===== config.mk =====
export PLATFORM = sky130hd
export DESIGN_NAME = uart_shadow_rx_tx_buffer
export DESIGN_NICKNAME = d
export VERILOG_FILES = /design/src/include/uart_shadow_pkg.sv /design/src/rtl/uart_shadow_sync.sv /design/src/rtl/uart_shadow_mem.sv /design/src/rtl/uart_shadow_rx_tx_buffer.sv
export VERILOG_INCLUDE_DIRS = /design/src /design/src/include
export SDC_FILE = /design/constraint.sdc
export NUM_CORES = 1
export LEC_CHECK = 0
export CORE_ASPECT_RATIO = 1.1
export CORE_UTILIZATION = 50
export CTS_BUF_LIST = sky130_fd_sc_hd__clkbuf_8
export DETAILED_ROUTE_END_ITERATION = 8
export DONT_BUFFER_PORTS = 1
export GPL_ROUTABILITY_DRIVEN = 0
export PLACE_DENSITY_LB_ADDON = 0.08
export SYNTH_ARGS = -nofsm -noshare
export SYNTH_HDL_FRONTEND = slang
export SYNTH_SLANG_ARGS = --single-unit

===== constraint.sdc =====
create_clock -name clk_in -period 4.9 [get_ports clk_in]
set_input_delay 0.98 -clock clk_in [delete_from_list [all_inputs] [get_ports clk_in]]
set_output_delay 0.98 -clock clk_in [all_outputs]
set_load 0.1 [all_outputs]

===== src/include/uart_shadow_cfg.svh =====
// Offsets, field positions, reset values and timing counts of the shadow receive and transmit path
`ifndef UART_SHADOW_CFG_SVH
`define UART_SHADOW_CFG_SVH

`define UART_SLOT_BASE      32'h50001030
`define UART_SLOT_SPAN      32'h00000040
`define UART_SLOT_13_ADDR   32'h50001064
`define UART_SLOT_14_ADDR   32'h50001068
`define UART_CTRL_ADDR      32'h50001070
`define UART_LSTAT_ADDR     32'h50001074
`define UART_ISTAT_ADDR     32'h50001078
`define UART_IMASK_ADDR     32'h5000107c

`define UART_CTRL_FIFO_BIT  0
`define UART_CTRL_IR_BIT    1
`define UART_LSR_DR_BIT     0
`define UART_LSR_OE_BIT     1
`define UART_LSR_TX_HOLDING_EMPTY_FLAG_BIT   5
`define UART_IRQ_RX_BIT     0
`define UART_IRQ_OE_BIT     1
`define UART_IRQ_TX_HOLDING_EMPTY_FLAG_BIT   2
`define UART_IRQ_DROP_BIT   3

`define UART_SLOT_RESET     8'h00
`define UART_FIFO_DEPTH     5'h10
`define UART_CLK_HZ         100000000
`define UART_BAUD_HZ        115200
`define UART_BIT_CYCLES     ((`UART_CLK_HZ) / (`UART_BAUD_HZ))
`define UART_HALF_CYCLES    ((`UART_BIT_CYCLES) / 2)

`endif


===== src/include/uart_shadow_pkg.sv =====
// Types shared by the shadow receive and transmit path
package uart_shadow_pkg;

  typedef enum logic [1:0] {
    SER_IDLE  = 2'b00,
    SER_START = 2'b01,
    SER_DATA  = 2'b11,
    SER_STOP  = 2'b10
  } ser_state_t;

  typedef struct packed {
    ser_state_t  rx_st;
    logic [11:0] rx_cnt;
    logic [2:0]  rx_bit;
    logic [7:0]  rx_shift;
    logic [7:0]  rx_hold;
    logic        rx_hold_full;
    logic [3:0]  rx_head;
    logic [3:0]  rx_tail;
    logic [4:0]  rx_count;
    ser_state_t  tx_st;
    logic [11:0] tx_cnt;
    logic [2:0]  tx_bit;
    logic [7:0]  tx_shift;
    logic        tx_line;
    logic [7:0]  tx_hold;
    logic        tx_hold_full;
    logic [3:0]  tx_head;
    logic [3:0]  tx_tail;
    logic [4:0]  tx_count;
    logic        tx_fetch;
    logic        rd_from_mem;
    logic [31:0] rd_data;
    logic        fifo_en;
    logic        ir_mode;
    logic        overrun;
    logic [3:0]  irq_status;
    logic [3:0]  irq_mask;
  } state_t;

endpackage


===== src/rtl/uart_shadow_sync.sv =====
// Two-stage synchronisers for the serial input pins
`timescale 1ns/1ns
module uart_shadow_sync (
  // Clock and reset
  input  wire logic       clk_in,
  input  wire logic       rst_in,
  // Asynchronous pins and their synchronised copies
  input  wire logic [1:0] pins_in,
  output logic      [1:0] pins_out
);

  logic [1:0] meta_reg;
  logic [1:0] sync_reg;

  genvar i;
  generate
    for (i = 0; i < 2; i = i + 1) begin : g_bit
      // Idle line is high, so reset to high
      always_ff @(posedge clk_in or posedge rst_in) begin
        if (rst_in) begin
          meta_reg[i] <= 1'b1;
          sync_reg[i] <= 1'b1;
        end else begin
          meta_reg[i] <= pins_in[i];
          sync_reg[i] <= meta_reg[i];
        end
      end
    end
  endgenerate

  assign pins_out = sync_reg;

endmodule


===== src/rtl/uart_shadow_mem.sv =====
// Sixteen-entry byte memory with registered read data
`timescale 1ns/1ns
module uart_shadow_mem (
  // Clock and reset
  input  wire logic       clk_in,
  input  wire logic       rst_in,
  // Write port
  input  wire logic       wr_en_in,
  input  wire logic [3:0] wr_addr_in,
  input  wire logic [7:0] wr_data_in,
  // Read port, data one cycle after the enable
  input  wire logic       rd_en_in,
  input  wire logic [3:0] rd_addr_in,
  output logic      [7:0] rd_data_out
);

  logic [7:0] mem_reg [0:15];
  logic [7:0] rd_reg;

  // Array left without reset so it maps to plain storage
  always_ff @(posedge clk_in) begin
    if (wr_en_in) begin
      mem_reg[wr_addr_in] <= wr_data_in;
    end
  end

  always_ff @(posedge clk_in or posedge rst_in) begin
    if (rst_in) begin
      rd_reg <= 8'h00;
    end else if (rd_en_in) begin
      rd_reg <= mem_reg[rd_addr_in];
    end
  end

  assign rd_data_out = rd_reg;

endmodule


===== src/rtl/uart_shadow_rx_tx_buffer.sv =====
// Shadow receive buffer and transmit holding path with optional FIFOs and a simple serial shifter
//
// Contract
// - Sixteen word slots alias both byte paths
// - Slot read returns received byte
// - Serial or infrared pins chosen by mode
// - No FIFO: new byte overwrites, flags overrun
// - FIFO mode: read returns receive FIFO head
// - Full receive FIFO: keep contents, drop, overrun
// - No FIFO: one write clears holding empty
// - No FIFO: later write replaces held byte
// - FIFO mode: accept up to sixteen writes
// - Write to full transmit FIFO is lost
`timescale 1ns/1ns
`include "uart_shadow_cfg.svh"
module uart_shadow_rx_tx_buffer (
  // Clock and reset
  input  wire logic        clk_in,
  input  wire logic        rst_in,
  // Register port
  input  wire logic [31:0] addr_in,
  input  wire logic [31:0] wr_data_in,
  input  wire logic        wr_en_in,
  input  wire logic        rd_en_in,
  output logic      [31:0] rd_data_out,
  // Serial pins
  input  wire logic        serial_in,
  input  wire logic        infrared_in,
  output logic             serial_out,
  output logic             infrared_out_low,
  // Status towards the rest of the UART
  output logic             rx_data_ready_out,
  output logic             tx_holding_empty_out,
  output logic             fifo_enable_out,
  output logic             overrun_out,
  output logic             irq_out
);

  localparam logic [11:0] BIT_CNT  = 12'(`UART_BIT_CYCLES - 1);
  localparam logic [11:0] HALF_CNT = 12'(`UART_HALF_CYCLES - 1);

  uart_shadow_pkg::state_t q_reg;
  uart_shadow_pkg::state_t q_next;

  logic [1:0]  pins_sync;
  logic [7:0]  rx_mem_q;
  logic [7:0]  tx_mem_q;
  logic        rx_mem_wr;
  logic        rx_mem_rd;
  logic        tx_mem_wr;
  logic        tx_mem_rd;
  logic [31:0] slot_off;
  logic        slot_hit;
  logic        rx_line;
  logic        dr_now;
  logic        tx_holding_empty_flag_now;

  uart_shadow_sync u_sync (
    .clk_in   (clk_in),
    .rst_in   (rst_in),
    .pins_in  ({infrared_in, serial_in}),
    .pins_out (pins_sync)
  );

  uart_shadow_mem u_rx_mem (
    .clk_in      (clk_in),
    .rst_in      (rst_in),
    .wr_en_in    (rx_mem_wr),
    .wr_addr_in  (q_reg.rx_tail),
    .wr_data_in  (q_reg.rx_shift),
    .rd_en_in    (rx_mem_rd),
    .rd_addr_in  (q_reg.rx_head),
    .rd_data_out (rx_mem_q)
  );

  uart_shadow_mem u_tx_mem (
    .clk_in      (clk_in),
    .rst_in      (rst_in),
    .wr_en_in    (tx_mem_wr),
    .wr_addr_in  (q_reg.tx_tail),
    .wr_data_in  (wr_data_in[7:0]),
    .rd_en_in    (tx_mem_rd),
    .rd_addr_in  (q_reg.tx_head),
    .rd_data_out (tx_mem_q)
  );

  assign slot_off = addr_in - `UART_SLOT_BASE;
  assign slot_hit = (slot_off < `UART_SLOT_SPAN) && (slot_off[1:0] == 2'h0);

  assign rx_line = q_reg.ir_mode ? pins_sync[1] : pins_sync[0];

  assign dr_now   = q_reg.fifo_en ? (q_reg.rx_count != 5'h00) : q_reg.rx_hold_full;
  assign tx_holding_empty_flag_now = q_reg.fifo_en ? (q_reg.tx_count == 5'h00) : !q_reg.tx_hold_full;

  always_comb begin
    logic       rx_done;
    logic       slot_rd;
    logic       slot_wr;
    logic       rx_pop;
    logic       rx_push;
    logic       tx_push;
    logic       tx_pop;
    logic [3:0] irq_set;
    logic [3:0] irq_clr;
    logic       oe_set;
    logic       oe_clr;
    rx_done = 1'b0;
    slot_rd = rd_en_in && slot_hit;
    slot_wr = wr_en_in && slot_hit;
    rx_pop  = 1'b0;
    rx_push = 1'b0;
    tx_push = 1'b0;
    tx_pop  = 1'b0;
    irq_set = 4'h0;
    irq_clr = 4'h0;
    oe_set  = 1'b0;
    oe_clr  = 1'b0;
    q_next  = q_reg;
    q_next.rd_from_mem = 1'b0;
    q_next.rd_data     = 32'h00000000;

    // Receive shifter, start bit checked at mid-bit
    case (q_reg.rx_st)
      uart_shadow_pkg::SER_IDLE: begin
        if (!rx_line) begin
          q_next.rx_st  = uart_shadow_pkg::SER_START;
          q_next.rx_cnt = HALF_CNT;
        end
      end
      uart_shadow_pkg::SER_START: begin
        if (q_reg.rx_cnt != 12'h000) begin
          q_next.rx_cnt = q_reg.rx_cnt - 12'h001;
        end else if (!rx_line) begin
          q_next.rx_st  = uart_shadow_pkg::SER_DATA;
          q_next.rx_cnt = BIT_CNT;
          q_next.rx_bit = 3'h0;
        end else begin
          q_next.rx_st = uart_shadow_pkg::SER_IDLE;
        end
      end
      uart_shadow_pkg::SER_DATA: begin
        if (q_reg.rx_cnt != 12'h000) begin
          q_next.rx_cnt = q_reg.rx_cnt - 12'h001;
        end else begin
          q_next.rx_shift = {rx_line, q_reg.rx_shift[7:1]};
          q_next.rx_cnt   = BIT_CNT;
          q_next.rx_bit   = q_reg.rx_bit + 3'h1;
          if (q_reg.rx_bit == 3'h7) begin
            q_next.rx_st = uart_shadow_pkg::SER_STOP;
          end
        end
      end
      default: begin
        if (q_reg.rx_cnt != 12'h000) begin
          q_next.rx_cnt = q_reg.rx_cnt - 12'h001;
        end else begin
          // A bad stop bit drops the byte; no framing fault is flagged
          rx_done      = rx_line;
          q_next.rx_st = uart_shadow_pkg::SER_IDLE;
        end
      end
    endcase

    if (slot_rd) begin
      if (q_reg.fifo_en) begin
        q_next.rd_from_mem = 1'b1;
        rx_pop = (q_reg.rx_count != 5'h00);
      end else begin
        q_next.rd_data       = {24'h000000, q_reg.rx_hold};
        q_next.rx_hold_full  = 1'b0;
      end
    end else if (rd_en_in) begin
      if (addr_in == `UART_CTRL_ADDR) begin
        q_next.rd_data[`UART_CTRL_FIFO_BIT] = q_reg.fifo_en;
        q_next.rd_data[`UART_CTRL_IR_BIT]   = q_reg.ir_mode;
      end else if (addr_in == `UART_LSTAT_ADDR) begin
        q_next.rd_data[`UART_LSR_DR_BIT]   = dr_now;
        q_next.rd_data[`UART_LSR_OE_BIT]   = q_reg.overrun;
        q_next.rd_data[`UART_LSR_TX_HOLDING_EMPTY_FLAG_BIT] = tx_holding_empty_flag_now;
        oe_clr = 1'b1;
      end else if (addr_in == `UART_ISTAT_ADDR) begin
        q_next.rd_data[3:0] = q_reg.irq_status;
      end else if (addr_in == `UART_IMASK_ADDR) begin
        q_next.rd_data[3:0] = q_reg.irq_mask;
      end
    end

    if (rx_done) begin
      if (q_reg.fifo_en) begin
        if ((q_reg.rx_count != `UART_FIFO_DEPTH) || rx_pop) begin
          rx_push = 1'b1;
          irq_set[`UART_IRQ_RX_BIT] = 1'b1;
        end else begin
          // Full FIFO keeps contents, new byte dropped
          oe_set = 1'b1;
        end
      end else begin
        if (q_reg.rx_hold_full && !slot_rd) begin
          oe_set = 1'b1;
        end
        q_next.rx_hold      = q_reg.rx_shift;
        q_next.rx_hold_full = 1'b1;
        irq_set[`UART_IRQ_RX_BIT] = 1'b1;
      end
    end

    if (rx_pop) begin
      q_next.rx_head = q_reg.rx_head + 4'h1;
    end
    if (rx_push) begin
      q_next.rx_tail = q_reg.rx_tail + 4'h1;
    end
    q_next.rx_count = q_reg.rx_count + {4'h0, rx_push} - {4'h0, rx_pop};

    // Transmit shifter, least significant bit first
    case (q_reg.tx_st)
      uart_shadow_pkg::SER_IDLE: begin
        q_next.tx_line = 1'b1;
        if (q_reg.tx_fetch) begin
          q_next.tx_shift = tx_mem_q;
          q_next.tx_line  = 1'b0;
          q_next.tx_cnt   = BIT_CNT;
          q_next.tx_st    = uart_shadow_pkg::SER_START;
          q_next.tx_fetch = 1'b0;
        end else if (q_reg.fifo_en && (q_reg.tx_count != 5'h00)) begin
          // Memory read takes a cycle, byte loads on the next
          tx_pop          = 1'b1;
          q_next.tx_fetch = 1'b1;
          if (q_reg.tx_count == 5'h01) begin
            irq_set[`UART_IRQ_TX_HOLDING_EMPTY_FLAG_BIT] = 1'b1;
          end
        end else if (!q_reg.fifo_en && q_reg.tx_hold_full) begin
          // Holding empty again once byte moves out
          q_next.tx_shift     = q_reg.tx_hold;
          q_next.tx_hold_full = 1'b0;
          q_next.tx_line      = 1'b0;
          q_next.tx_cnt       = BIT_CNT;
          q_next.tx_st        = uart_shadow_pkg::SER_START;
          irq_set[`UART_IRQ_TX_HOLDING_EMPTY_FLAG_BIT] = 1'b1;
        end
      end
      uart_shadow_pkg::SER_START: begin
        if (q_reg.tx_cnt != 12'h000) begin
          q_next.tx_cnt = q_reg.tx_cnt - 12'h001;
        end else begin
          q_next.tx_line = q_reg.tx_shift[0];
          q_next.tx_bit  = 3'h0;
          q_next.tx_cnt  = BIT_CNT;
          q_next.tx_st   = uart_shadow_pkg::SER_DATA;
        end
      end
      uart_shadow_pkg::SER_DATA: begin
        if (q_reg.tx_cnt != 12'h000) begin
          q_next.tx_cnt = q_reg.tx_cnt - 12'h001;
        end else begin
          q_next.tx_cnt = BIT_CNT;
          if (q_reg.tx_bit == 3'h7) begin
            q_next.tx_line = 1'b1;
            q_next.tx_st   = uart_shadow_pkg::SER_STOP;
          end else begin
            q_next.tx_shift = {1'b0, q_reg.tx_shift[7:1]};
            q_next.tx_line  = q_reg.tx_shift[1];
            q_next.tx_bit   = q_reg.tx_bit + 3'h1;
          end
        end
      end
      default: begin
        if (q_reg.tx_cnt != 12'h000) begin
          q_next.tx_cnt = q_reg.tx_cnt - 12'h001;
        end else begin
          q_next.tx_st = uart_shadow_pkg::SER_IDLE;
        end
      end
    endcase

    // Writes while busy are still handled as defined below
    if (slot_wr) begin
      if (q_reg.fifo_en) begin
        if ((q_reg.tx_count != `UART_FIFO_DEPTH) || tx_pop) begin
          tx_push = 1'b1;
        end else begin
          irq_set[`UART_IRQ_DROP_BIT] = 1'b1;
        end
      end else begin
        // Write fills or replaces held byte
        q_next.tx_hold      = wr_data_in[7:0];
        q_next.tx_hold_full = 1'b1;
        irq_set[`UART_IRQ_TX_HOLDING_EMPTY_FLAG_BIT] = 1'b0;
      end
    end

    if (tx_pop) begin
      q_next.tx_head = q_reg.tx_head + 4'h1;
    end
    if (tx_push) begin
      q_next.tx_tail = q_reg.tx_tail + 4'h1;
    end
    q_next.tx_count = q_reg.tx_count + {4'h0, tx_push} - {4'h0, tx_pop};

    if (wr_en_in && !slot_hit) begin
      if (addr_in == `UART_CTRL_ADDR) begin
        q_next.fifo_en = wr_data_in[`UART_CTRL_FIFO_BIT];
        q_next.ir_mode = wr_data_in[`UART_CTRL_IR_BIT];
        // Changing the FIFO enable flushes both paths; changing only the infrared mode does not
        if (wr_data_in[`UART_CTRL_FIFO_BIT] != q_reg.fifo_en) begin
          q_next.rx_head      = 4'h0;
          q_next.rx_tail      = 4'h0;
          q_next.rx_count     = 5'h00;
          q_next.rx_hold_full = 1'b0;
          q_next.tx_head      = 4'h0;
          q_next.tx_tail      = 4'h0;
          q_next.tx_count     = 5'h00;
          q_next.tx_hold_full = 1'b0;
          q_next.tx_fetch     = 1'b0;
        end
      end else if (addr_in == `UART_ISTAT_ADDR) begin
        irq_clr = wr_data_in[3:0];
      end else if (addr_in == `UART_IMASK_ADDR) begin
        q_next.irq_mask = wr_data_in[3:0];
      end
    end

    // Set wins over clear on sticky flags
    irq_set[`UART_IRQ_OE_BIT] = oe_set;
    q_next.irq_status = (q_reg.irq_status & ~irq_clr) | irq_set;
    q_next.overrun    = (q_reg.overrun & ~oe_clr) | oe_set;
  end

  assign rx_mem_wr = (q_next.rx_tail != q_reg.rx_tail);
  assign rx_mem_rd = rd_en_in && slot_hit && q_reg.fifo_en;
  assign tx_mem_wr = (q_next.tx_tail != q_reg.tx_tail);
  assign tx_mem_rd = (q_next.tx_head != q_reg.tx_head);

  always_ff @(posedge clk_in or posedge rst_in) begin
    if (rst_in) begin
      q_reg          <= '0;
      q_reg.rx_hold  <= `UART_SLOT_RESET;
      q_reg.tx_hold  <= `UART_SLOT_RESET;
      q_reg.tx_line  <= 1'b1;
    end else begin
      q_reg <= q_next;
    end
  end

  // Reserved bits 31:8 of a slot read as zero
  assign rd_data_out = q_reg.rd_from_mem ? {24'h000000, rx_mem_q} : q_reg.rd_data;

  // Transmit pin by mode, infrared output active low
  assign serial_out       = q_reg.ir_mode ? 1'b1 : q_reg.tx_line;
  assign infrared_out_low = q_reg.ir_mode ? q_reg.tx_line : 1'b1;

  assign rx_data_ready_out    = dr_now;
  assign tx_holding_empty_out = tx_holding_empty_flag_now;
  assign fifo_enable_out      = q_reg.fifo_en;
  assign overrun_out          = q_reg.overrun;
  assign irq_out              = |(q_reg.irq_status & q_reg.irq_mask);

endmodule


==> After elaboration in Yosys (flattened, before gate mapping) <==
Memory sizes are Yosys's and may differ from the RTL's. A register that Yosys moved wholly into a read port is not among the register bits.
Cells that the tools add are included.
{ "totals": {"ff_bits": 144, "latchBits": 0, "mem_bits_rw": 256, "romBits": 0, "in_bits": 70, "out_inout_bits": 39, "n_memories": 2} }
{ "mem_list": {"columns": ["name", "words", "width", "read_ports", "rd_ports_with_merged_regs", "wr", "line", "rtl"], "rows": [
  ["u_rx_mem.mem_reg", 16, 8, 1, 1, 1, "uart_shadow_mem.sv:17", "logic [7:0] mem_reg [0:15];"],
  ["u_tx_mem.mem_reg", 16, 8, 1, 1, 1, "uart_shadow_mem.sv:17", null]
]} }
{ "op_classes": {"addsub": 13, "n_mul": 0, "div_mod_pow": 0, "magnitude_cmp": 1, "eq_ne": 31, "shift": 0, "n_mux": 117, "bitwise_logic": 11, "n_reduce_logical": 43} }
{ "ops": {"columns": ["operator", "n"], "rows": [
  ["== test 32 x 31 -> 1 bit, second input constant", 4],
  ["2-to-1 mux 14 bit", 7],
  ["case mux 14 bit (3 select lines)", 2],
  ["2-to-1 mux 12 bit", 6],
  ["2-to-1 mux 15 bit", 4],
  ["2-to-1 mux 1 bit", 59],
  ["2-to-1 mux 4 bit", 11],
  ["< comparator 32 x 7 -> 1 bit, second input constant", 1],
  ["2-to-1 mux 32 bit", 1],
  ["subtractor 32 x 31 -> 32 bit, second input constant", 1],
  ["2-to-1 mux 2 bit", 14],
  ["2-to-1 mux 27 bit", 1],
  ["2-to-1 mux 9 bit", 3],
  ["nonzero test 12 bit", 2],
  ["subtractor 12 x 1 -> 12 bit, second input constant", 2],
  ["2-to-1 mux 11 bit", 2],
  ["inequality test 2 bit, second input constant", 9],
  ["adder 4 x 1 -> 4 bit, second input constant", 4],
  ["case mux 8 bit (2 select lines)", 1],
  ["inequality test 4 bit", 3],
  ["case mux 3 bit (2 select lines)", 2],
  ["AND reduction 4 bit", 3],
  ["adder 5 x 1 -> 5 bit", 2],
  ["inequality test 5 bit, second input constant", 2],
  ["other kinds (33)", 70]
]} }

==> Logic depth before layout (Yosys ltp) <==
Gate-level depths: netlist of the first run.
{ "logic_depth": {"word_depth": 17, "ltp_mapped": 17, "ltp_nobuf": 17} }

==> Hierarchy <==
A second synthesis of the first run with hierarchy kept.
{ "unflattened": {"cells_unflattened": 1185, "area_unflattened_um2": 17481.8} }
{ "by_module_without_submodules": {"columns": ["module", "n_inst", "cells_per_inst", "area_per_inst_um2"], "rows": [
  ["uart_shadow_mem", 2, 241, 5335.1],
  ["uart_shadow_rx_tx_buffer", 1, 698, 6702.7],
  ["uart_shadow_sync", 1, 5, 108.9]
]} }

==> Worst setup path before layout of the first run <==
Ideal clock, no wire load.
{ "synth_path": {"path_type": "input -> register", "start": "input port addr_in[8]", "end": "register q_reg[97] (netlist bit)", "setup_ns": 0.132, "arrival_ns": 4.674, "path_slack_ns": 0.094, "path_stages": 15, "path_buffers": 0, "path_cell_list": "or4_4 or4_4 or4_4 a2111oi_4 nand4_1 a21o_2 ha_1 inv_1 ha_1 fa_1 a21oi_1 nor2_1 nor2_1 xnor2_1 nor2_1"} }
{ "synth_rtl": {"columns": ["element", "line", "rtl"], "rows": [
  ["start: declaration", "uart_shadow_rx_tx_buffer.sv:21", "input wire logic [31:0] addr_in,"],
  ["end signal: assignment", "uart_shadow_rx_tx_buffer.sv:341", "q_reg <= q_next;"],
  ["end: declaration", "uart_shadow_rx_tx_buffer.sv:42", "uart_shadow_pkg::state_t q_reg;"]
]} }

==> impl_metrics.csv, run 1 <==
group,metric,value,unit
power,power_density,338,mW/mm^2
die,die-height,198,um
cts,cts.path.max_buffers,3,
routing,vias_per_cell,5.66,
sta,fmax,232,MHz
global_route,grt_antenna_before_repair,2,
cts,cts_made_buffers,67,
sta,worst_slew_pin_slew,1.08,ns
die,fp-row-count,71,
yosys,synth_sequential_area_ratio,63.3,%
yosys,synth.cell_area,0.0175,mm^2
setup_path,worst-r2r-cell-count,16,
cts,clk_latency,0.60,ns
sta,setup_tns,0,ns
die,die_x,181,um
die,start_util,51.0,%
power,power.ir.vdd_worst,0.223,mV
routing,drc,0,
global_route,groute.usage.overall,21.6,%
placement,placement.cell_area,0.0181,mm^2
finish,final_net_count,1396,
routing,postRouteAntennaNets,0,
setup_path,cp.arrival,4.78,ns
global_route,grt_first_pass_wirelength,58.3,mm
finish,final_area,0.0194,mm^2
finish,final_core_utilization,56.6,%
setup_path,type_of_element_capturing_the_critical_path,"flop",
yosys,post_synth_main_area_contributors,"sky130_fd_sc_hd__edfxtp_1 (44%), sky130_fd_sc_hd__dfrtp_1 (19%), sky130_fd_sc_hd__mux4_2 (8.5%)",
yosys,netlist.top_cell.by_area,"sky130_fd_sc_hd__edfxtp_1",
routing,routed_wl,37.7,mm
routing,wl_met3,1.97,mm
yosys,synthTopCellsByCount,"sky130_fd_sc_hd__edfxtp_1 (256), sky130_fd_sc_hd__dfrtp_1 (131), sky130_fd_sc_hd__nand2_1 (97)",
routing,met2RoutedLength,18.8,mm
min_path,min-delay-path-class,"in -> async",
yosys,synthesis.instances,1243,
routing,route.detailed.wl_per_inst,21.1,um
yosys,synth.ff_latch_count,392,
power,static-leakage-power,7.53,nW
finish,antenna_cells,0,
routing,dr.first_iter.drc_count,566,
sta,grt_setup_unrepaired,"no",
global_route,grt_overflow_total,0,
placement,sum_of_net_half_perimeters_after_detailed_placement,25.1,mm
setup_path,critPathRequiredTime,5.36,ns
die,floorplan.die_area,0.0358,mm^2
cts,ctsHtreeMaxLevel,3,
placement,placement.io_buffers,0,
flow_run,maxCapViolCount,0,
cts,cts_tree,"done",
sta,post-route-min-period,4.32,ns
yosys,synth-warning-count,0,
yosys,post_synth.cell_area_avg,14.1,um^2
cts,cts_repair_resize_count,0,
cts,cts_root_buf,"sky130_fd_sc_hd__clkbuf_8",
routing,routed-via-count,10134,
sta,finalSetupViolations,0,
cts,ctsHoldBuffers,0,
finish,area.growth.synth_to_final,10.9,%
die,pin_count,109,
sta,timing.final.hold_violations,0,
setup_path,critical_path_class,"in -> reg",
yosys,synth_async_sr_flop_share,34.7,%
yosys,yosysUniqueCellTypes,70,
yosys,postSynth.topFlopCell,"sky130_fd_sc_hd__edfxtp_1",
setup_path,critical_path.startpoint_type,"input port",
sta,final_min_period_over_clock_period,88.1,%
finish,drive_above_1_share,20.3,%
placement,post-place-cells,1665,
finish,layout.cells.non_filler,1789,
cts,post-cts-setup-buffer-count,0,
outcome,outcome,"finished, final reports clean",
routing,route.layer.met1.wl,16.0,mm
sta,hold-worst-slack,0.334,ns
sta,finalClockSkew,0.0369,ns
cts,clk_pin_slew_worst_paths,0.06,ns
die,core-area,0.0344,mm^2
yosys,number_of_enable_type_register_cells_in_the_synthesized_netlist,256,
cts,numClockSinks,392,
yosys,synthMostInstantiatedCell,"sky130_fd_sc_hd__edfxtp_1",
global_route,grt_max_degree,66,
setup_path,critPathMaxFanout,2,
routing,detailedRoute.firstPassIterationCount,5,
yosys,synthDominantCellAreaShare,43.8,%
sta,timing_max_transition_violations_final,0,
routing,top_layer,"met5",
global_route,grt_pass1_vias,10061,
sta,maxSlewHeadroom,28.3,%
finish,fillCellCount,2807,
-- per-layer routing --
| layer | track usage [%] | up-vias |
|---|---|---|
| li1 | - | 4736 |
| met1 | 27.4 | 5049 |
| met2 | 37.0 | 274 |
| met3 | 4.85 | 71 |
| met4 | 7.31 | 4 |
| met5 | 0 | - |
-- cell families (layout without fill, tap and decap cells) --
group	Yosys count	in the layout	share of synthesized area, %
flip-flops	392	392	63.3
AND/OR/NAND/NOR	356	356	10.3
AO/OA/AOI/OAI	167	167	6.06
multiplexers	148	148	13.5
buffers and inverters	116	201	3.04
XOR/XNOR	33	33	1.65
adder cells (fa/ha/maj)	30	30	2.23
other	1	24	0.0214
-- report_power, final --
group	switching [W]	leakage, nW	total, W	internal (W)
logic	0.000120	2.54	0.000138	0.0000185
clock network	0.00132	0.786	0.00291	0.00159
registers	0.000000444	4.21	0.00352	0.00352
total	0.00144	7.53	0.00656	0.00512
-- layout make-up --
class	instances	area, um^2	area share [%]
Clock buffer	79	1090	5.59
Sequential cell	392	11100	57.1
Inverter	38	148	0.759
Clock inverter	45	267	1.37
Multi-Input combinational cell	758	6010	30.9
Timing Repair Buffer	39	293	1.51
Tap cell	438	548	2.82
-- worst max-delay path: stages --
cell and delay, ns:
sky130_fd_sc_hd__or4_4 0.53, sky130_fd_sc_hd__or4_4 0.53, sky130_fd_sc_hd__or4_4 0.54, sky130_fd_sc_hd__a2111oi_4 0.34
sky130_fd_sc_hd__nand4_1 0.18, sky130_fd_sc_hd__a21o_2 0.25, sky130_fd_sc_hd__ha_1 0.27, sky130_fd_sc_hd__inv_1 0.04
sky130_fd_sc_hd__ha_1 0.20, sky130_fd_sc_hd__fa_1 0.41, sky130_fd_sc_hd__a21oi_1 0.15, sky130_fd_sc_hd__nor2_1 0.06
sky130_fd_sc_hd__nor2_1 0.11, sky130_fd_sc_hd__xnor2_1 0.13, sky130_fd_sc_hd__nor2_1 0.05
-- through the flow --
stage | worst slack, ns | total power [W]
after floorplan | 0.0941 | 0.00372
after global placement | 0.0656 | 0.00372
after detailed placement | 0.00905 | 0.00372
after CTS | 0.623 | 0.00665
after global routing | 0.528 | 0.00681
final | 0.583 | 0.00657
-- path summary, 6_finish.rpt --
| check | start | to | slack, ns |
|---|---|---|---|
| max | addr_in[8] | q_reg[97] | 0.58 |
| max in group asynchronous | rst_in | u_sync.meta_reg[0] | 3.56 |
| max reg2reg | q_reg[126] | q_reg[97] | 1.22 |
| min in group clk_in | u_sync.meta_reg[0] | u_sync.pins_out[0] | 0.35 |
| min reg2reg | u_sync.meta_reg[0] | u_sync.pins_out[0] | 0.35 |
| min | rst_in | q_reg[13] | 0.33 |
-- layout by cell type (no fill, tap or decap), types with 4 or more instances in the layout --
cell type                    n
sky130_fd_sc_hd__nor3_1     19
sky130_fd_sc_hd__a22o_1      5
sky130_fd_sc_hd__dfstp_2     5
sky130_fd_sc_hd__and2_1     28
sky130_fd_sc_hd__nand2_1    97
sky130_fd_sc_hd__nor2b_1     9
sky130_fd_sc_hd__nand3_1    18
sky130_fd_sc_hd__xnor2_1    15
sky130_fd_sc_hd__buf_4      39
sky130_fd_sc_hd__mux2i_1    35
sky130_fd_sc_hd__a22oi_1    11
sky130_fd_sc_hd__mux4_2     66
sky130_fd_sc_hd__a21oi_1    46
sky130_fd_sc_hd__inv_1      64
sky130_fd_sc_hd__clkbuf_8   79
sky130_fd_sc_hd__nor2_1     92
sky130_fd_sc_hd__nand2b_1    6
sky130_fd_sc_hd__ha_1       28
sky130_fd_sc_hd__or3_1      18
sky130_fd_sc_hd__conb_1     24
sky130_fd_sc_hd__and3_1      7
sky130_fd_sc_hd__inv_6       4
sky130_fd_sc_hd__dfrtp_1   128
sky130_fd_sc_hd__or4_1       4
sky130_fd_sc_hd__or2_2       8
sky130_fd_sc_hd__o21ai_0    51
sky130_fd_sc_hd__a21o_1      4
sky130_fd_sc_hd__a31oi_1     4
sky130_fd_sc_hd__o211ai_1    9
sky130_fd_sc_hd__edfxtp_1  256
sky130_fd_sc_hd__xor2_1     18
sky130_fd_sc_hd__mux2_2     47
sky130_fd_sc_hd__a211oi_1    8
sky130_fd_sc_hd__nand4_1     8
sky130_fd_sc_hd__nor3b_1    11
sky130_fd_sc_hd__clkinv_1    9
sky130_fd_sc_hd__nor4_1      9
Power figures use the tool's default switching activity.
==> run 2, diff against run 1 <==
- CORE_UTILIZATION: 50 -> 66
==> run 2 against run 1 <==
Worst hold slack gained 0.021 ns; die area decreased by 24%; wire length fell by 8.6%; sequential cell count unchanged; critical path type unchanged; largest power group unchanged; highest routed layer is now met4.
==> impl_metrics.csv, run 2 (same netlist as run 1, synthesis figures left out) <==
group,metric,value,unit
outcome,outcome,"finished, final reports clean",
flow_run,maxCapViolCount,0,
die,die_x,157,um
placement,sum_of_net_half_perimeters_after_detailed_placement,23.2,mm
sta,setup_tns,0,ns
placement,placement.io_buffers,0,
sta,final_min_period_over_clock_period,87.3,%
power,static-leakage-power,7.48,nW
routing,route.detailed.wl_per_inst,20.4,um
cts,ctsHoldBuffers,0,
global_route,grt_overflow_total,0,
finish,antenna_cells,0,
finish,leading_cell_type_in_the_layout_fill_and_taps_excluded,"sky130_fd_sc_hd__edfxtp_1",
power,cellInternalPower,0.00507,W
sta,post-route-min-period,4.28,ns
finish,drive_above_1_share,20.4,%
global_route,grt_antenna_before_repair,0,
die,fp-row-count,62,
cts,cts_made_buffers,59,
placement,placement.cell_area,0.0180,mm^2
routing,dr.first_iter.drc_count,723,
power,power.ir.vdd_worst,0.299,mV
cts,clk_latency,0.61,ns
cts,clk_pin_slew_worst_paths,0.07,ns
routing,drc,0,
sta,timing.final.hold_violations,0,
setup_path,type_of_element_capturing_the_critical_path,"flop",
power,p_clk_share,43.1,%
die,pin_count,109,
power,switching_power,0.00135,W
finish,final_net_count,1385,
sta,maxSlewHeadroom,21.5,%
routing,vias_per_cell,6.05,
die,core-area,0.0261,mm^2
die,start_util,67.1,%
setup_path,critical_path.startpoint_type,"input port",
global_route,grt_max_degree,96,
sta,finalSetupViolations,0,
routing,routed-via-count,10205,
min_path,min-delay-path-class,"reg -> reg",
global_route,grt_first_pass_wirelength,55.3,mm
routing,postRouteAntennaNets,0,
sta,setup_ws,0.620,ns
cts,cts_tree,"done",
global_route,grt_pass1_vias,10386,
sta,fmax,234,MHz
setup_path,cp.arrival,4.77,ns
finish,area.growth.synth_to_final,9.71,%
die,floorplan.die_area,0.0272,mm^2
die,die-height,173,um
cts,post-cts-setup-buffer-count,0,
sta,worst_slew_pin_slew,1.18,ns
sta,grt_setup_unrepaired,"no",
placement,post-place-ws,0.0216,ns
routing,routed_wl,34.4,mm
cts,numClockSinks,392,
power,sequentialPowerShare,54.8,%
setup_path,critical_path_class,"in -> reg",
finish,layout.cells.most_common_list,"sky130_fd_sc_hd__edfxtp_1 (256), sky130_fd_sc_hd__dfrtp_1 (128), sky130_fd_sc_hd__nand2_1 (97)",
sta,timing_max_transition_violations_final,0,
setup_path,critPathRequiredTime,5.39,ns
cts,ctsHtreeMaxLevel,2,
setup_path,critPathMaxFanout,3,
global_route,groute.usage.overall,26.7,%
cts,cts_repair_resize_count,0,
routing,detailedRoute.firstPassIterationCount,5,
power,power_density,334,mW/mm^2
power,comb_power_share,2.1,%
finish,final_area,0.0192,mm^2
sta,finalClockSkew,0.0278,ns
power,p_sw_share,21.0,%
cts,cts.path.max_buffers,3,
cts,cts_root_buf,"sky130_fd_sc_hd__clkbuf_8",
[run 2: per-stage QoR]
step | util, % | power, W | std cells | hold WS [ns]
2_1_floorplan | - | 0.00372 | 1266 | 0.345
3_3_place_gp | 68.7 | 0.00372 | 1576 | 0.346
3_5_place_dp | 68.7 | 0.00372 | 1576 | 0.348
5_1_grt | 73.6 | 0.00663 | 1688 | 0.339
6_report | 73.6 | 0.00642 | 1688 | 0.355
4_1_cts | 73.6 | 0.00647 | 1688 | 0.341
[run 2: path summary, 6_finish.rpt]
check | start | endpoint | slack (ns) | depth (start not counted)
max | addr_in[8] | q_reg[97] | 0.62 | 15
min | u_sync.meta_reg[1] | u_sync.pins_out[1] | 0.36 | 0
max reg2reg | q_reg[126] | u_rx_mem.mem_reg[8][0] | 1.31 | 10
min reg2reg | u_sync.meta_reg[1] | u_sync.pins_out[1] | 0.36 | 0
max in group asynchronous | rst_in | q_reg[67] | 3.39 | 2
min in group asynchronous | rst_in | u_rx_mem.rd_data_out[4] | 0.39 | 1
[run 2: cell type report]
type / instances / area, um^2
fill: 1715 / 6900
inverter: 38 / 148
clock buffer: 78 / 1070
tap: 352 / 440
sequential: 392 / 11100
timing repair buffer: 36 / 270
multi-input combinational: 758 / 6010
clock inverter: 34 / 206
[run 2: metal layers]
metal | part of all wire [%] | vias up | wire (um) | global-route usage, %
met5 | 0 | - | 0 | 0
met4 | 1.6 | 0 | 537 | 7.12
met3 | 5.7 | 40 | 1950 | 4.64
met2 | 51 | 323 | 17400 | 44.4
met1 | 42 | 5127 | 14500 | 36.8
li1 | - | 4715 | - | -
[run 2: power groups by stage]
stage / logic, W / registers, W / clock network (W)
detailed placement: 0.000138 / 0.00358 / 0
finish: 0.000137 / 0.00352 / 0.00276
global route: 0.000148 / 0.00351 / 0.00297
floorplan: 0.000141 / 0.00358 / 0
CTS: 0.000139 / 0.00352 / 0.00281
global placement: 0.000138 / 0.00358 / 0
[run 2: critical path, stage by stage]
cell and delay [ns]:
sky130_fd_sc_hd__or4_4 0.52, sky130_fd_sc_hd__or4_4 0.51, sky130_fd_sc_hd__or4_4 0.55, sky130_fd_sc_hd__a2111oi_4 0.38
sky130_fd_sc_hd__nand4_1 0.20, sky130_fd_sc_hd__a21o_2 0.25, sky130_fd_sc_hd__ha_1 0.26, sky130_fd_sc_hd__inv_1 0.04
sky130_fd_sc_hd__ha_1 0.20, sky130_fd_sc_hd__fa_1 0.41, sky130_fd_sc_hd__a21oi_1 0.14, sky130_fd_sc_hd__nor2_1 0.05
sky130_fd_sc_hd__nor2_1 0.11, sky130_fd_sc_hd__xnor2_1 0.13, sky130_fd_sc_hd__nor2_1 0.05
==> run 3, diff against run 2 <==
- ABC_AREA: not set -> 1
==> run 3 against run 2 <==
Sequential share of layout area shrank 0.90 points; synthesized cell count grew 44%; design area grew 1.6%; core utilization shrank 0.89 points; combinational power grew 17%; maximum frequency grew 6.9%; register-to-register slack lost 0.38 ns; clock skew grew 0.0074 ns; power shrank 4.6%; critical path type unchanged; critical endpoint unchanged; largest cell class unchanged; largest power group unchanged.
==> impl_metrics.csv, run 3 <==
group,metric,value,unit
finish,area.growth.synth_to_final,8.36,%
setup_path,critPathRequiredTime,5.39,ns
min_path,worst_hold_path.num_cells,0,
cts,cts_made_buffers,57,
outcome,outcome,"finished, final reports clean",
die,core-area,0.0269,mm^2
yosys,post_synth.cell_area_avg,10.1,um^2
finish,layout.cells.non_filler,2230,
yosys,synth.ff_latch_count,392,
placement,post-place-cells,2125,
power,power.ir.vdd_worst,0.293,mV
finish,final_area,0.0195,mm^2
sta,finalClockSkew,0.0352,ns
die,start_util,67.1,%
yosys,synthesis.instances,1786,
cts,clk_latency,0.60,ns
global_route,groute.usage.overall,29.2,%
setup_path,worst-r2r-cell-count,20,
power,static-leakage-power,8.37,nW
yosys,postSynth.topFlopCell,"sky130_fd_sc_hd__edfxtp_1",
yosys,netlist.top_cell.by_area,"sky130_fd_sc_hd__edfxtp_1",
sta,fmax,250,MHz
cts,cts.path.max_buffers,3,
global_route,grt_antenna_before_repair,0,
yosys,synth_async_sr_flop_share,34.7,%
die,die-height,175,um
setup_path,critPathMaxFanout,9,
cts,cts_root_buf,"sky130_fd_sc_hd__clkbuf_8",
finish,final_net_count,1927,
placement,sum_of_net_half_perimeters_after_detailed_placement,26.9,mm
sta,finalSetupViolations,0,
power,fin_total_pwr,0.00612,W
placement,placement.io_buffers,0,
global_route,grt_first_pass_wirelength,64.0,mm
routing,routed_wl,40.3,mm
yosys,post_synth_main_area_contributors,"sky130_fd_sc_hd__edfxtp_1 (43%), sky130_fd_sc_hd__dfrtp_1 (18%), sky130_fd_sc_hd__nand2_1 (6.0%)",
setup_path,cp.arrival,4.49,ns
yosys,yosysUniqueCellTypes,55,
routing,route.detailed.wl_per_inst,18.1,um
cts,ctsHtreeMaxLevel,2,
finish,layout.cells.most_common_list,"sky130_fd_sc_hd__nand2_1 (286), sky130_fd_sc_hd__nor2_1 (259), sky130_fd_sc_hd__edfxtp_1 (256)",
min_path,min-delay-path-class,"reg -> reg",
cts,cts_tree,"done",
sta,setup_tns,0,ns
routing,vias_per_cell,5.82,
routing,postRouteAntennaNets,0,
finish,antenna_cells,0,
global_route,grt_pass1_vias,12431,
placement,placement.cell_area,0.0185,mm^2
die,floorplan.die_area,0.0280,mm^2
cts,cts_repair_resize_count,0,
power,power_density,313,mW/mm^2
flow_run,maxCapViolCount,0,
yosys,synthDominantCellAreaShare,42.6,%
routing,detailedRoute.firstPassIterationCount,5,
die,fp-row-count,63,
finish,drive_above_1_share,9.50,%
sta,timing.final.hold_violations,0,
yosys,synthMostInstantiatedCell,"sky130_fd_sc_hd__nand2_1",
routing,dr.first_iter.drc_count,979,
setup_path,critical_path_class,"in -> reg",
die,pin_count,109,
yosys,synth-warning-count,0,
setup_path,critical_path.startpoint_type,"input port",
finish,leading_cell_type_in_the_layout_fill_and_taps_excluded,"sky130_fd_sc_hd__nand2_1",
cts,ctsHoldBuffers,0,
global_route,grt_overflow_total,0,
sta,final_min_period_over_clock_period,81.7,%
global_route,grt_max_degree,103,
cts,clk_pin_slew_worst_paths,0.05,ns
yosys,synthTopCellsByCount,"sky130_fd_sc_hd__nand2_1 (286), sky130_fd_sc_hd__nor2_1 (259), sky130_fd_sc_hd__edfxtp_1 (256)",
sta,post-route-min-period,4.00,ns
setup_path,type_of_element_capturing_the_critical_path,"flop",
sta,worst_slew_pin_slew,1.17,ns
sta,grt_setup_unrepaired,"no",
die,die_x,160,um
routing,routed-via-count,12984,
routing,drc,0,
sta,maxSlewHeadroom,22.0,%
yosys,synth_sequential_area_ratio,61.5,%
sta,timing_max_transition_violations_final,0,
cts,post-cts-setup-buffer-count,0,
cts,numClockSinks,392,
yosys,number_of_enable_type_register_cells_in_the_synthesized_netlist,256,
yosys,synth.cell_area,0.0180,mm^2
==> run 3: changes by cell type after synthesis, moves of 15 or more <==
cell,change
sky130_fd_sc_hd__nand4_1,+17
sky130_fd_sc_hd__or3_1,-15
sky130_fd_sc_hd__mux2i_1,-33
sky130_fd_sc_hd__mux4_2,-66
sky130_fd_sc_hd__xnor2_1,-15
sky130_fd_sc_hd__o22ai_1,+38
sky130_fd_sc_hd__nand2_1,+189
sky130_fd_sc_hd__and2_1,-28
sky130_fd_sc_hd__nor2_1,+167
sky130_fd_sc_hd__o21ai_0,+147
sky130_fd_sc_hd__inv_1,+134
sky130_fd_sc_hd__mux2_2,-32
sky130_fd_sc_hd__nand3_1,+77
sky130_fd_sc_hd__o221ai_1,+25
==> run 3: kinds of logic (layout without fill, tap and decap cells) <==
kind of cell / after synthesis / in the layout / share of synthesized area, %
multiplexers: 17 / 17 / 1.05
other: 1 / 24 / 0.0208
XOR/XNOR: 14 / 14 / 0.784
buffers and inverters: 256 / 320 / 5.89
AO/OA/AOI/OAI: 352 / 352 / 11.4
flip-flops: 392 / 392 / 61.5
adder cells (fa/ha/maj): 30 / 30 / 2.16
AND/OR/NAND/NOR: 724 / 724 / 17.2
==> run 3: power by group <==
group / switching, W / internal (W) / total [W]
clock: 0.00119 / 0.00126 / 0.00245
combinational: 0.000140 / 0.0000195 / 0.000160
sequential: 0.000000408 / 0.00352 / 0.00352
==> run 3: layout make-up <==
| cell class | instances | area, um^2 |
|---|---|---|
| clock buffers | 65 | 895 |
| clock inverters | 40 | 188 |
| fillers | 1966 | 7330 |
| inverters | 180 | 683 |
| multi-input cells | 1161 | 5970 |
| flip-flops and latches | 392 | 11100 |
| well taps | 357 | 447 |
| repair buffers | 35 | 263 |
==> run 3: metal layers <==
metal	wire length, um	up-vias	share of wire, %	GRT usage, %
met3	2320	99	5.8	4.34
met2	20100	420	50	50.3
met5	0	-	0	0
met1	16500	6250	41	37.6
met4	1450	0	3.6	11.2
li1	-	6215	-	-
==> run 3: worst paths after layout <==
kind / from / end / slack, ns
min reg2reg: u_sync.meta_reg[1] / u_sync.pins_out[1] / 0.35
max reg2reg: q_reg[126] / q_reg[97] / 0.93
min in group asynchronous: rst_in / q_reg[105] / 0.46
max in group asynchronous: rst_in / u_rx_mem.rd_data_out[0] / 3.45
max: addr_in[4] / q_reg[97] / 0.90
min: u_sync.meta_reg[1] / u_sync.pins_out[1] / 0.35
==> run 3: worst max-delay path, cell delays in order <==
cell and delay (ns):
sky130_fd_sc_hd__nand2_1 0.08, sky130_fd_sc_hd__nand2_1 0.12, sky130_fd_sc_hd__o21ai_4 0.32, sky130_fd_sc_hd__nand3_1 0.11, sky130_fd_sc_hd__nand2_1 0.10, sky130_fd_sc_hd__nand3_1 0.07
sky130_fd_sc_hd__nor2_1 0.13, sky130_fd_sc_hd__nand2_1 0.06, sky130_fd_sc_hd__nor2_1 0.16, sky130_fd_sc_hd__nand3_1 0.19, sky130_fd_sc_hd__inv_1 0.09, sky130_fd_sc_hd__nand2_1 0.12
sky130_fd_sc_hd__nand2_1 0.15, sky130_fd_sc_hd__nand2_1 0.07, sky130_fd_sc_hd__nor2_1 0.14, sky130_fd_sc_hd__inv_1 0.08, sky130_fd_sc_hd__ha_1 0.28, sky130_fd_sc_hd__inv_1 0.05
sky130_fd_sc_hd__ha_1 0.20, sky130_fd_sc_hd__fa_1 0.39, sky130_fd_sc_hd__nand2_1 0.09, sky130_fd_sc_hd__a21oi_1 0.07, sky130_fd_sc_hd__or3_1 0.31, sky130_fd_sc_hd__a21oi_1 0.13
==> run 3: per-stage QoR <==
stage	hold slack, ns	utilization, %	setup slack (ns)
global placement	0.345	68.7	0.455
finish	0.355	72.7	0.897
CTS	0.355	72.7	0.920
floorplan	0.345	-	0.207
global route	0.357	72.7	0.498
detailed placement	0.347	68.7	0.334
